$ cat config.mk
export PLATFORM = sky130hd
export DESIGN_NAME = ctp_timers
export DESIGN_NICKNAME = d
export VERILOG_FILES = /design/src/core/ctp_pkg.sv /design/src/core/ctp_timers.sv
export SDC_FILE = /design/constraint.sdc
export NUM_CORES = 1
export LEC_CHECK = 0
export BUFFER_PORTS_ARGS = -buffer_cell sky130_fd_sc_hd__clkbuf_2
export CELL_PAD_IN_SITES_DETAIL_PLACEMENT = 0
export CELL_PAD_IN_SITES_GLOBAL_PLACEMENT = 1
export CORE_MARGIN = 4
export CORE_UTILIZATION = 50
export DETAILED_ROUTE_END_ITERATION = 16
export PLACE_DENSITY = 0.92
export SETUP_SLACK_MARGIN = 0.3
export SKIP_LAST_GASP = 1
export SYNTH_ARGS = -nofsm -noshare
export SYNTH_HDL_FRONTEND = slang
export SYNTH_SLANG_ARGS = --single-unit
$ cat constraint.sdc
create_clock -name I_MCLK -period 6.7 [get_ports I_MCLK]
set_input_delay 1.34 -clock I_MCLK [delete_from_list [all_inputs] [get_ports I_MCLK]]
set_output_delay 1.34 -clock I_MCLK [all_outputs]
set_load 0.02 [all_outputs]
$ cat src/core/ctp_pkg.sv
// constants for the cascadable timer block: register indices, field positions, timing
// assumes one 100 MHz clock, AXI4-Lite register access with one 32-bit word per index
package ctp_pkg;
  localparam int          IDX_W        = 10;
  // register indices; byte address is four times the index
  localparam logic [9:0]  IDX_CTRL     = 10'h000;
  localparam logic [9:0]  IDX_CNT0     = 10'h001;
  localparam logic [9:0]  IDX_RLO0     = 10'h005;
  localparam logic [9:0]  IDX_RHI0     = 10'h009;
  localparam logic [9:0]  IDX_RHI1     = 10'h00A;
  localparam logic [9:0]  IDX_STATUS   = 10'h00B;
  localparam logic [9:0]  IDX_MASK     = 10'h00C;
  localparam logic [9:0]  IDX_PB_DIR   = 10'h0D6;
  localparam logic [9:0]  IDX_PB_SFR   = 10'h0D7;
  // control word fields
  localparam int          CTRL_EN_LSB  = 0;
  localparam int          CTRL_RL_LSB  = 4;
  localparam int          CTRL_CAS_LSB = 8;
  localparam int          CTRL_W       = 10;
  localparam logic [9:0]  CTRL_RESET   = 10'h000;
  // port b bit that carries the timer output
  localparam int          TOUT_BIT     = 1;
  localparam logic [7:0]  PB_RESET     = 8'h00;
  // timer update rate: one tick every eighth clock
  localparam int          TICK_DIV     = 8;
  localparam logic [2:0]  TICK_LAST    = 3'(TICK_DIV - 1);
  localparam int          TICK_GAP     = TICK_DIV - 1;
  // axi responses
  localparam logic [1:0]  RESP_OKAY    = 2'b00;
  localparam logic [1:0]  RESP_SLVERR  = 2'b10;
endpackage

$ cat src/core/ctp_timers.sv
// four 8-bit down counters in two cascadable pairs, pair zero doubling as a pwm,
// with a toggle output, sticky interrupts and an AXI4-Lite register slave
// assumes a single synchronous clock domain and a master that keeps AXI4-Lite rules
//
// Decided for this implementation: the AXI4-Lite interface to the registers.
`timescale 1ns/1ps

// Summary of operation
// RL1 - joined pair interrupts only when full 16-bit count expires, on even timer; joined pair zero raises timer one at high phase end
// RL2 - in a joined pair the even timer holds low byte, odd holds high byte
// RL3 - count register loads from reload register in the cycle the interrupt posts
// RL4 - a joined pair always reloads on timeout regardless of reload option
// RL5 - counters keep running with pending interrupts; timers and pairs are independent
// RL6 - a second expiry before service is not detected; no overrun flag
// RL7 - control write starts enabled timers from current count, no reload
// RL8 - timers use the internal clock only, updating every eighth clock
// RL9 - separate timers zero and one are 8-bit, own interrupt, optional reload
// RL10 - joined pair zero builds low and high 16-bit reloads, timer one upper byte
// RL11 - joined pair zero reloads alternately from low pair then high pair
// RL12 - pwm first runs from count; first reload follows pin in output mode else low
// RL13 - low phase end raises timer zero interrupt, high phase end raises timer one
// RL14 - software must make port b bit one an output with its special function on
// RL15 - each timer zero end of count toggles the output flip-flop driving the pin
// RL16 - timer zero in continuous mode gives an even square wave on the pin
// RL17 - in pwm the pin goes low after high phase and high after low phase
// RL18 - each tick decrements an enabled counter by one; action on reaching zero
module ctp_timers #(
  parameter int ADDR_W = 12
) (
  // clock and reset
  input  wire logic              I_MCLK,
  input  wire logic              I_NRST,
  // axi4-lite write address and data
  input  wire logic [ADDR_W-1:0] I_AWADDR,
  input  wire logic              I_AWVALID,
  output logic                   O_AWREADY,
  input  wire logic [31:0]       I_WDATA,
  input  wire logic [3:0]        I_WSTRB,
  input  wire logic              I_WVALID,
  output logic                   O_WREADY,
  // axi4-lite write response
  output logic [1:0]             O_BRESP,
  output logic                   O_BVALID,
  input  wire logic              I_BREADY,
  // axi4-lite read
  input  wire logic [ADDR_W-1:0] I_ARADDR,
  input  wire logic              I_ARVALID,
  output logic                   O_ARREADY,
  output logic [31:0]            O_RDATA,
  output logic [1:0]             O_RRESP,
  output logic                   O_RVALID,
  input  wire logic              I_RREADY,
  // timer output pin and interrupt
  output logic                   O_TOUT,
  output logic                   O_TOUT_OE,
  output logic                   O_IRQ
);
  import ctp_pkg::*;

  if (ADDR_W < IDX_W + 2) begin : g_bad_width
    $error("ADDR_W too narrow for the register map");
  end

  logic [CTRL_W-1:0] ctrl;
  logic [3:0]        en;
  logic [3:0]        rl;
  logic [1:0]        cas;
  logic [7:0]        rlo [4];
  logic [7:0]        rhi0;
  logic [7:0]        rhi1;
  logic [3:0]        status;
  logic [3:0]        mask;
  logic [7:0]        pb_dir;
  logic [7:0]        pb_sfr;
  logic [7:0]        cnt_rd [4];
  logic [3:0]        irq_set;
  logic [3:0]        wr_cnt;
  logic [1:0]        exp16;
  logic [1:0]        phase;
  logic              tff;
  logic              tout_mode;
  logic [2:0]        presc;
  logic              tick;
  logic              aw_full;
  logic              w_full;
  logic [IDX_W-1:0]  widx;
  logic [31:0]       wdata;
  logic [3:0]        wstrb;
  logic              wr_fire;
  logic              ctrl_wr;
  logic [IDX_W-1:0]  ridx;
  logic [31:0]       next_rdata;
  logic              rd_hit;

  assign en  = ctrl[CTRL_EN_LSB +: 4];
  assign rl  = ctrl[CTRL_RL_LSB +: 4];
  assign cas = ctrl[CTRL_CAS_LSB +: 2];
  assign tout_mode = pb_dir[TOUT_BIT] & pb_sfr[TOUT_BIT]; // RL14

  // prescaler: no external clock input exists for the timers
  always_ff @(posedge I_MCLK or negedge I_NRST) begin
    if (!I_NRST) begin
      presc <= 3'h0;
    end else begin
      presc <= presc + 3'h1; // RL8
    end
  end
  assign tick = (presc == TICK_LAST); // RL8

  // ---- axi4-lite write path: address and data are held until both are present
  assign O_AWREADY = !aw_full && !O_BVALID;
  assign O_WREADY  = !w_full && !O_BVALID;
  assign wr_fire   = aw_full && w_full && !O_BVALID;

  always_ff @(posedge I_MCLK or negedge I_NRST) begin
    if (!I_NRST) begin
      aw_full <= 1'b0;
      widx    <= '0;
    end else if (I_AWVALID && O_AWREADY) begin
      aw_full <= 1'b1;
      widx    <= I_AWADDR[IDX_W+1:2];
    end else if (wr_fire) begin
      aw_full <= 1'b0;
    end
  end

  always_ff @(posedge I_MCLK or negedge I_NRST) begin
    if (!I_NRST) begin
      w_full <= 1'b0;
      wdata  <= 32'h0000_0000;
      wstrb  <= 4'h0;
    end else if (I_WVALID && O_WREADY) begin
      w_full <= 1'b1;
      wdata  <= I_WDATA;
      wstrb  <= I_WSTRB;
    end else if (wr_fire) begin
      w_full <= 1'b0;
    end
  end

  function automatic logic mapped(input logic [IDX_W-1:0] idx);
    mapped = (idx <= IDX_MASK) || (idx == IDX_PB_DIR) || (idx == IDX_PB_SFR);
  endfunction

  always_ff @(posedge I_MCLK or negedge I_NRST) begin
    if (!I_NRST) begin
      O_BVALID <= 1'b0;
      O_BRESP  <= RESP_OKAY;
    end else if (wr_fire) begin
      O_BVALID <= 1'b1;
      O_BRESP  <= mapped(widx) ? RESP_OKAY : RESP_SLVERR;
    end else if (I_BREADY) begin
      O_BVALID <= 1'b0;
    end
  end

  // ---- configuration registers
  assign ctrl_wr = wr_fire && (widx == IDX_CTRL);

  // a control write changes enables, reload options and cascades and re-arms the phase; counts stay as they are
  always_ff @(posedge I_MCLK or negedge I_NRST) begin
    if (!I_NRST) begin
      ctrl <= CTRL_RESET;
    end else if (ctrl_wr) begin
      if (wstrb[0]) begin
        ctrl[7:0] <= wdata[7:0]; // RL7
      end
      if (wstrb[1]) begin
        ctrl[CTRL_W-1:8] <= wdata[CTRL_W-1:8];
      end
    end
  end

  always_ff @(posedge I_MCLK or negedge I_NRST) begin
    if (!I_NRST) begin
      for (int i = 0; i < 4; i++) begin
        rlo[i] <= 8'h00;
      end
      rhi0   <= 8'h00;
      rhi1   <= 8'h00;
      mask   <= 4'h0;
      pb_dir <= PB_RESET;
      pb_sfr <= PB_RESET;
    end else if (wr_fire && wstrb[0]) begin
      for (int i = 0; i < 4; i++) begin
        if (widx == IDX_RLO0 + IDX_W'(i)) begin
          rlo[i] <= wdata[7:0];
        end
      end
      if (widx == IDX_RHI0) rhi0 <= wdata[7:0];
      if (widx == IDX_RHI1) rhi1 <= wdata[7:0];
      if (widx == IDX_MASK) mask <= wdata[3:0];
      if (widx == IDX_PB_DIR) pb_dir <= wdata[7:0];
      if (widx == IDX_PB_SFR) pb_sfr <= wdata[7:0];
    end
  end

  // sticky status, write one to clear; a new event beats a clear in the same cycle.
  // only one bit per source, so a repeated expiry before service is simply merged
  always_ff @(posedge I_MCLK or negedge I_NRST) begin
    if (!I_NRST) begin
      status <= 4'h0;
    end else if (wr_fire && wstrb[0] && widx == IDX_STATUS) begin
      status <= (status & ~wdata[3:0]) | irq_set; // RL6
    end else begin
      status <= status | irq_set; // RL5
    end
  end
  assign O_IRQ = |(status & mask);

  // ---- the two timer pairs
  for (genvar p = 0; p < 2; p++) begin : g_pair
    localparam int E = 2 * p;
    localparam int O = 2 * p + 1;
    localparam bit PWM = (p == 0);
    logic [7:0]  lo;
    logic [7:0]  hi;
    logic        ph;
    logic [15:0] val16;
    logic [15:0] reload16;
    logic        exp_lo;
    logic        exp_hi;
    logic        e16;
    logic        run_lo;
    logic        run_hi;

    assign val16 = {hi, lo}; // RL2
    // ph high: a high phase is ending, so the low pair loads next
    assign reload16 = (PWM && !ph) ? {(p == 0) ? rhi1 : 8'h00, (p == 0) ? rhi0 : 8'h00}
                                   : {rlo[O], rlo[E]}; // RL10
    // a stopped one-shot sits at zero instead of wrapping
    assign run_lo = en[E] && !(lo == 8'h00 && !rl[E]);
    assign run_hi = en[O] && !(hi == 8'h00 && !rl[O]);
    assign exp_lo = tick && run_lo && !cas[p] && (lo == 8'h01); // RL9
    assign exp_hi = tick && run_hi && !cas[p] && (hi == 8'h01); // RL9
    assign e16    = tick && en[E] && cas[p] && (val16 == 16'h0001); // RL1
    assign wr_cnt[E] = wr_fire && wstrb[0] && (widx == IDX_CNT0 + IDX_W'(E));
    assign wr_cnt[O] = wr_fire && wstrb[0] && (widx == IDX_CNT0 + IDX_W'(O));
    assign irq_set[E] = exp_lo || (e16 && !(PWM && ph)); // RL13
    assign irq_set[O] = exp_hi || (e16 && PWM && ph); // RL13
    assign exp16[p] = e16;
    assign phase[p] = ph;
    assign cnt_rd[E] = lo;
    assign cnt_rd[O] = hi;

    always_ff @(posedge I_MCLK or negedge I_NRST) begin
      if (!I_NRST) begin
        lo <= 8'h00;
        hi <= 8'h00;
      end else begin
        if (cas[p]) begin
          if (e16) begin
            {hi, lo} <= reload16; // RL4
          end else if (tick && en[E]) begin
            {hi, lo} <= val16 - 16'h0001; // RL18
          end
        end else begin
          if (exp_lo) begin
            lo <= rl[E] ? rlo[E] : 8'h00; // RL3
          end else if (tick && run_lo) begin
            lo <= lo - 8'h01; // RL5
          end
          if (exp_hi) begin
            hi <= rl[O] ? rlo[O] : 8'h00; // RL3
          end else if (tick && run_hi) begin
            hi <= hi - 8'h01; // RL18
          end
        end
        // software load of a count wins over the decrement
        if (wr_cnt[E]) lo <= wdata[7:0];
        if (wr_cnt[O]) hi <= wdata[7:0];
      end
    end

    // phase is armed at each start so the first reload follows the pin or goes low
    always_ff @(posedge I_MCLK or negedge I_NRST) begin
      if (!I_NRST) begin
        ph <= 1'b1;
      end else if (ctrl_wr) begin
        ph <= tout_mode ? tff : 1'b1; // RL12
      end else if (e16) begin
        ph <= !ph; // RL11
      end
    end
  end

  // timer output flip-flop, clocked by the timer zero end of count
  always_ff @(posedge I_MCLK or negedge I_NRST) begin
    if (!I_NRST) begin
      tff <= 1'b0;
    end else if (cas[0] && exp16[0]) begin
      tff <= !phase[0]; // RL17
    end else if (irq_set[0]) begin
      tff <= !tff; // RL15 RL16
    end
  end
  assign O_TOUT    = tff;
  assign O_TOUT_OE = tout_mode; // RL14

  // ---- axi4-lite read path: one cycle to data
  assign O_ARREADY = !O_RVALID;
  assign ridx      = I_ARADDR[IDX_W+1:2];
  assign rd_hit    = mapped(ridx);

  always_comb begin
    next_rdata = 32'h0000_0000;
    if (ridx == IDX_CTRL) next_rdata[CTRL_W-1:0] = ctrl;
    for (int i = 0; i < 4; i++) begin
      if (ridx == IDX_CNT0 + IDX_W'(i)) next_rdata[7:0] = cnt_rd[i];
      if (ridx == IDX_RLO0 + IDX_W'(i)) next_rdata[7:0] = rlo[i];
    end
    if (ridx == IDX_RHI0) next_rdata[7:0] = rhi0;
    if (ridx == IDX_RHI1) next_rdata[7:0] = rhi1;
    if (ridx == IDX_STATUS) next_rdata[3:0] = status;
    if (ridx == IDX_MASK) next_rdata[3:0] = mask;
    if (ridx == IDX_PB_DIR) next_rdata[7:0] = pb_dir;
    if (ridx == IDX_PB_SFR) next_rdata[7:0] = pb_sfr;
  end

  always_ff @(posedge I_MCLK or negedge I_NRST) begin
    if (!I_NRST) begin
      O_RVALID <= 1'b0;
      O_RDATA  <= 32'h0000_0000;
      O_RRESP  <= RESP_OKAY;
    end else if (I_ARVALID && O_ARREADY) begin
      O_RVALID <= 1'b1;
      O_RDATA  <= next_rdata;
      O_RRESP  <= rd_hit ? RESP_OKAY : RESP_SLVERR;
    end else if (I_RREADY) begin
      O_RVALID <= 1'b0;
    end
  end
endmodule

# == Yosys cells after proc, flatten, opt, wreduce, memory -nomap -nowiden ==
# Index checks and enable logic that the tools add are counted.
# word_totals
output_inout_bits,44
wordCells,240
reg_bits,159
# classes
reduce_logical,98
eq_ne,39
add_sub_neg,7
n_lt_le_gt_ge,2
mux,59
bitwise_logic,6
# op_table
op,count
2-to-1 mux 8 bit,40
equality test 10 x 4 -> 1 bit (second input constant),10
equality test 10 x 3 -> 1 bit (second input constant),8
logical AND 1 bit,43
equality test 10 x 2 -> 1 bit (second input constant),4
equality test 10 x 8 -> 1 bit (second input constant),4
equality test 16 x 1 -> 1 bit (second input constant),2
equality test 8 x 1 -> 1 bit (second input constant),4
zero test 8 bit,4
subtractor 16 x 1 -> 16 bit (second input constant),2
subtractor 8 x 1 -> 8 bit (second input constant),4
AND reduction 2 bit,15
equality test 10 x 1 -> 1 bit (second input constant),2
<= comparator 10 x 4 -> 1 bit (second input constant),2
zero test 10 bit,2
zero test 1 bit,16
2-to-1 mux 16 bit,1
inequality test 4 x 1 -> 1 bit (second input constant),4
nonzero test 4 bit,4
2-to-1 mux 1 bit,12
2-to-1 mux 4 bit,3
nonzero test 2 bit,6
2-to-1 mux 10 bit,1
AND 4 bit,2
other kinds (8),16

# == Logic depth before layout (Yosys ltp) ==
# logic_depth
ltp_word,16
ltp_mapped,11
ltp_nobuf,8

# == Worst setup path before layout ==
# No wires, ideal clock.
# synth_timing
path_kind,in2reg
startpoint,in I_ARADDR[4]
endpoint,reg O_RDATA[3]
setup_ns,0.137
arrival_time_ns,2.814
path_slack_ns,3.748
path_stages,6
n_path_buf,1
cell_sequence,buf_2 or4b_1 nor2_2 nand3_1 a2111oi_0 nor3_1
# synth_between
elab_chain_cells,16
elab_cells_between_ends,30
classes_between,eq/ne (14); mux (15); reduce/logical (1)
# synth_rtl
element,line_no,rtl
start: declaration,ctp_timers.sv:46,"input wire logic [ADDR_W-1:0] I_ARADDR,"
zero test 10 bit,ctp_timers.sv:307,if (ridx == IDX_CTRL) next_rdata[CTRL_W-1:0] = ctrl;
2-to-1 mux 10 bit,ctp_timers.sv:307,
2-to-1 mux 8 bit,ctp_timers.sv:309,if (ridx == IDX_CNT0 + IDX_W'(i)) next_rdata[7:0] = cnt_rd[i];
2-to-1 mux 8 bit,ctp_timers.sv:310,if (ridx == IDX_RLO0 + IDX_W'(i)) next_rdata[7:0] = rlo[i];
2-to-1 mux 8 bit,ctp_timers.sv:309,
2-to-1 mux 8 bit,ctp_timers.sv:310,
2-to-1 mux 8 bit,ctp_timers.sv:309,
2-to-1 mux 8 bit,ctp_timers.sv:310,
2-to-1 mux 8 bit,ctp_timers.sv:309,
2-to-1 mux 8 bit,ctp_timers.sv:310,
2-to-1 mux 8 bit,ctp_timers.sv:312,if (ridx == IDX_RHI0) next_rdata[7:0] = rhi0;
2-to-1 mux 8 bit,ctp_timers.sv:313,if (ridx == IDX_RHI1) next_rdata[7:0] = rhi1;
2-to-1 mux 4 bit,ctp_timers.sv:314,if (ridx == IDX_STATUS) next_rdata[3:0] = status;
2-to-1 mux 4 bit,ctp_timers.sv:315,if (ridx == IDX_MASK) next_rdata[3:0] = mask;
2-to-1 mux 8 bit,ctp_timers.sv:316,if (ridx == IDX_PB_DIR) next_rdata[7:0] = pb_dir;
2-to-1 mux 8 bit (*),ctp_timers.sv:317,if (ridx == IDX_PB_SFR) next_rdata[7:0] = pb_sfr;
end signal: assignment,ctp_timers.sv:327,O_RDATA <= next_rdata;
end: declaration,ctp_timers.sv:49,"output logic [31:0] O_RDATA,"
# Every way passes the cells marked *; elsewhere a longest branch is shown, timed or not.
# A chain may end at the register's enable or synchronous reset.

# == Worst setup path in the final report ==
# layout_timing
startpoint,in I_ARADDR[3]
endpoint,reg O_RDATA[3]
# The elaborated chain is that of the path after synthesis.

==> reports/qor.json <==
{
  "run_status": "complete, no violations",
  "detail_route.wl_per_cell_um": 22.94,
  "clk_latency_ns": 0.44,
  "io_pins": 111,
  "tritoncts.num_buffers": 17,
  "cts_tree": "yes",
  "crit_arrival_ns": 4.08,
  "synth_enable_flop_cells": 0,
  "share_of_the_cycle_needed_by_the_critical_path_after_routing_pct": 55.64,
  "post-dp-hpwl_um": 21560,
  "postCtsHoldBufs": 0,
  "max-clock-path-buffers": 2,
  "most-common-layout-cells": "156 x dfrtp_1, 107 x mux2_2, 91 x nand2_1",
  "timing.critical_path.to_type": "flip-flop",
  "final.setup_skew_ns": 0.01741,
  "post-route-cell-area_um2": 10960,
  "hold_violations": 0,
  "antenna_cells": 0,
  "die_width_um": 150.6,
  "drt_drc_violations_left": 0,
  "ys_seq_elements": 157,
  "globalRouteOverflowTotal": 0,
  "first_iter_violations": 836,
  "max_cap_viol_count": 0,
  "tritoncts_num_sinks": 157,
  "worst-slew-pin-transition_ns": 1.293,
  "timing.hold.worst_endpoint": "presc[0]$_DFF_PN0_",
  "post_synth_inst_count": 1059,
  "viasPerCell": 6.484,
  "ctsResizeCount": 0,
  "power.static_leakage_uw": 0.004918,
  "rows": 51,
  "reg2reg_to": "g_pair[1].hi[2]$_DFFE_PN0P_",
  "io_buffers": 58,
  "mostFrequentLayoutCell": "dfrtp_1",
  "synth.area.top_cells": "dfrtp_1 38%, mux2_2 12%, nand2_1 3.4%, mux2i_1 3.2%, a21oi_1 2.9%",
  "initial_standard_cell_utilization_of_the_core_pct": 51.58,
  "rrSetupSlack_ns": 3.60,
  "rsz0062_at_grt": "no",
  "clock_tree.root_cell": "clkbuf_16",
  "dr.pass1.iters": 8,
  "min_period_ns": 3.728,
  "grt_start_max_net_pins": 98,
  "worst_hold_path.num_cells": 1,
  "fmax_mhz": 268.3,
  "antenna_found_initial": 1,
  "fin_nets": 1146,
  "area_delta_synth_final_pct": 7.775,
  "route.vias.total": 8734,
  "netlist.area_leader.share_pct": 38.38,
  "grt_usage_pct": 27.54,
  "yosys_warnings": 0,
  "core-area_um2": 19720,
  "hp-start": "presc[0]$_DFF_PN0_",
  "drv_slew": 0,
  "critical_path.reg2reg.startpoint": "g_pair[1].lo[4]$_DFFE_PN0P_",
  "place_area_um2": 10380,
  "synth_sequential_area_ratio_pct": 38.64,
  "relSlewSlack_pct": 12.55,
  "async_set_or_reset_register_ratio_after_synthesis_pct": 100.0,
  "fillCellCount": 1718,
  "area_occupied_by_multi_input_gates_um2": 5698,
  "setup.worst_path.start_class": "input pin",
  "final-seq-area_um2": 3930,
  "synth_top_flop_cell": "dfrtp_1",
  "grt_pass1_wl_um": 47930,
  "worst_r2r_path_depth": 6,
  "setup_total_neg_slack_ns": 0,
  "worst_ir_drop_vdd_mv": 0.2784,
  "gpl.final_weighted_congestion": 0.9817,
  "cts.reportedPaths.clkPinSlew_ns": 0.07,
  "finalWirelength_um": 30900,
  "ctsHtreeMaxLevel": 4,
  "postRouteAntennaNets": 0,
  "vias_in_the_first_global_route": 8314,
  "final-setup-viol-count": 0,
  "pwr_density_cell_nw_per_um2": 286.2,
  "post_synth.cell_area_avg_um2": 9.604,
  "synth.distinct_cells": 89,
  "mappedNetlistArea_um2": 10170,
  "dieArea_um2": 22690,
  "post-cts-setup-buffers": 0,
  "timing.critical_path.fanout_max": 38,
  "synth.largest_area_cell": "dfrtp_1",
  "crit_required_ns": 7.06,
  "die-height_um": 150.6,
  "min-delay-path-class": "reg2reg",
  "layout-drive-gt1-share_pct": 22.37,
  "criticalPathCategory": "in2reg"
}
[kinds of logic after synthesis]
family,share of synthesized area [%]
AO/OA/AOI/OAI,18.16
XOR/XNOR,2.928
adder cells (fa/ha/maj),1.230
buffers and inverters,6.311
flip-flops,38.64
multiplexers,15.09
other,0.03687
AND/OR/NAND/NOR,17.60
[worst max-delay path by stage]
stage                 from                endpoint  slack [ns]  depth (start not counted)
6_report       I_ARADDR[3]  O_RDATA[3]$_DFFE_PN0P_        2.97                          6
5_1_grt        I_ARADDR[3]  O_RDATA[3]$_DFFE_PN0P_        2.81                          6
4_1_cts        I_ARADDR[4]  O_RDATA[3]$_DFFE_PN0P_        3.11                          7
3_5_place_dp   I_ARADDR[3]  O_RDATA[3]$_DFFE_PN0P_        2.71                          6
3_3_place_gp   I_ARADDR[4]  O_RDATA[3]$_DFFE_PN0P_        2.71                          7
2_1_floorplan  I_ARADDR[4]  O_RDATA[3]$_DFFE_PN0P_        3.75                          6
[final cells by class]
cell class	instances	share of cell area [%]
well taps	265	3.025
inverters	20	0.6849
flip-flops and latches	157	35.85
clock buffers	17	3.881
repair buffers	64	3.116
clock inverters	15	1.461
multi-input cells	809	51.98
[metrics by stage]
step | instances | hold WS, ns | util (%) | setup slack (ns) | total power, uW
after CTS | 1347 | 0.4246 | 55.59 | 3.113 | 3126
after detailed placement | 1315 | 0.4153 | 52.62 | 2.706 | 2159
final | 1347 | 0.4249 | 55.59 | 2.972 | 3137
after floorplan | 1082 | 0.4006 | - | 3.748 | 1904
after global placement | 1315 | 0.4132 | 52.62 | 2.715 | 2139
after global routing | 1347 | 0.4685 | 55.59 | 2.813 | 3295
[synthesized netlist by cell type, drive strengths merged (12+ instances only)]
library cell / count
nand2b: 14
inv: 20
a31oi: 12
o21ai: 59
nand2: 92
nor2b: 16
xnor2: 20
a21oi: 59
clkbuf: 44
a21o: 14
mux2: 107
o22ai: 21
mux2i: 33
xor2: 14
nor3: 27
dfrtp: 156
nor4: 12
nand3: 36
nor2: 66
buf: 52
[state kept, by name (all words and copies together), names as in the netlist, 3 cells and up]
signal / flops
status: 4
rlo: 16
presc: 3
g_pair.reload16: 16
pb_dir: 8
g_pair.lo: 16
g_pair.hi: 16
rhi0: 8
widx: 10
pb_sfr: 8
mask: 4
wdata: 10
O_RDATA: 10
ctrl: 10
rhi1: 8
[power breakdown]
group	leakage [uW]	switching, uW	internal [uW]	total, uW
registers	0.00212	308	1060	1370
clock network	0.000292	469	502	971
logic	0.00251	445	349	794
total	0.00492	1220	1920	3140
[layer usage]
| layer | GRT usage, % | share of wire (%) |
|---|---|---|
| met2 | 42.12 | 46 |
| met3 | 6.713 | 8.9 |
| met5 | 0 | 0 |
| met4 | 9.519 | 3.0 |
| met1 | 38.36 | 42 |
[critical path: stages]
cell,delay [ns]
clkbuf_2,0.62
nor2b_1,0.72
a222oi_1,0.30
a2111oi_0,0.63
a2111oi_0,0.22
nor3_1,0.24
Power figures use the tool's default switching activity.
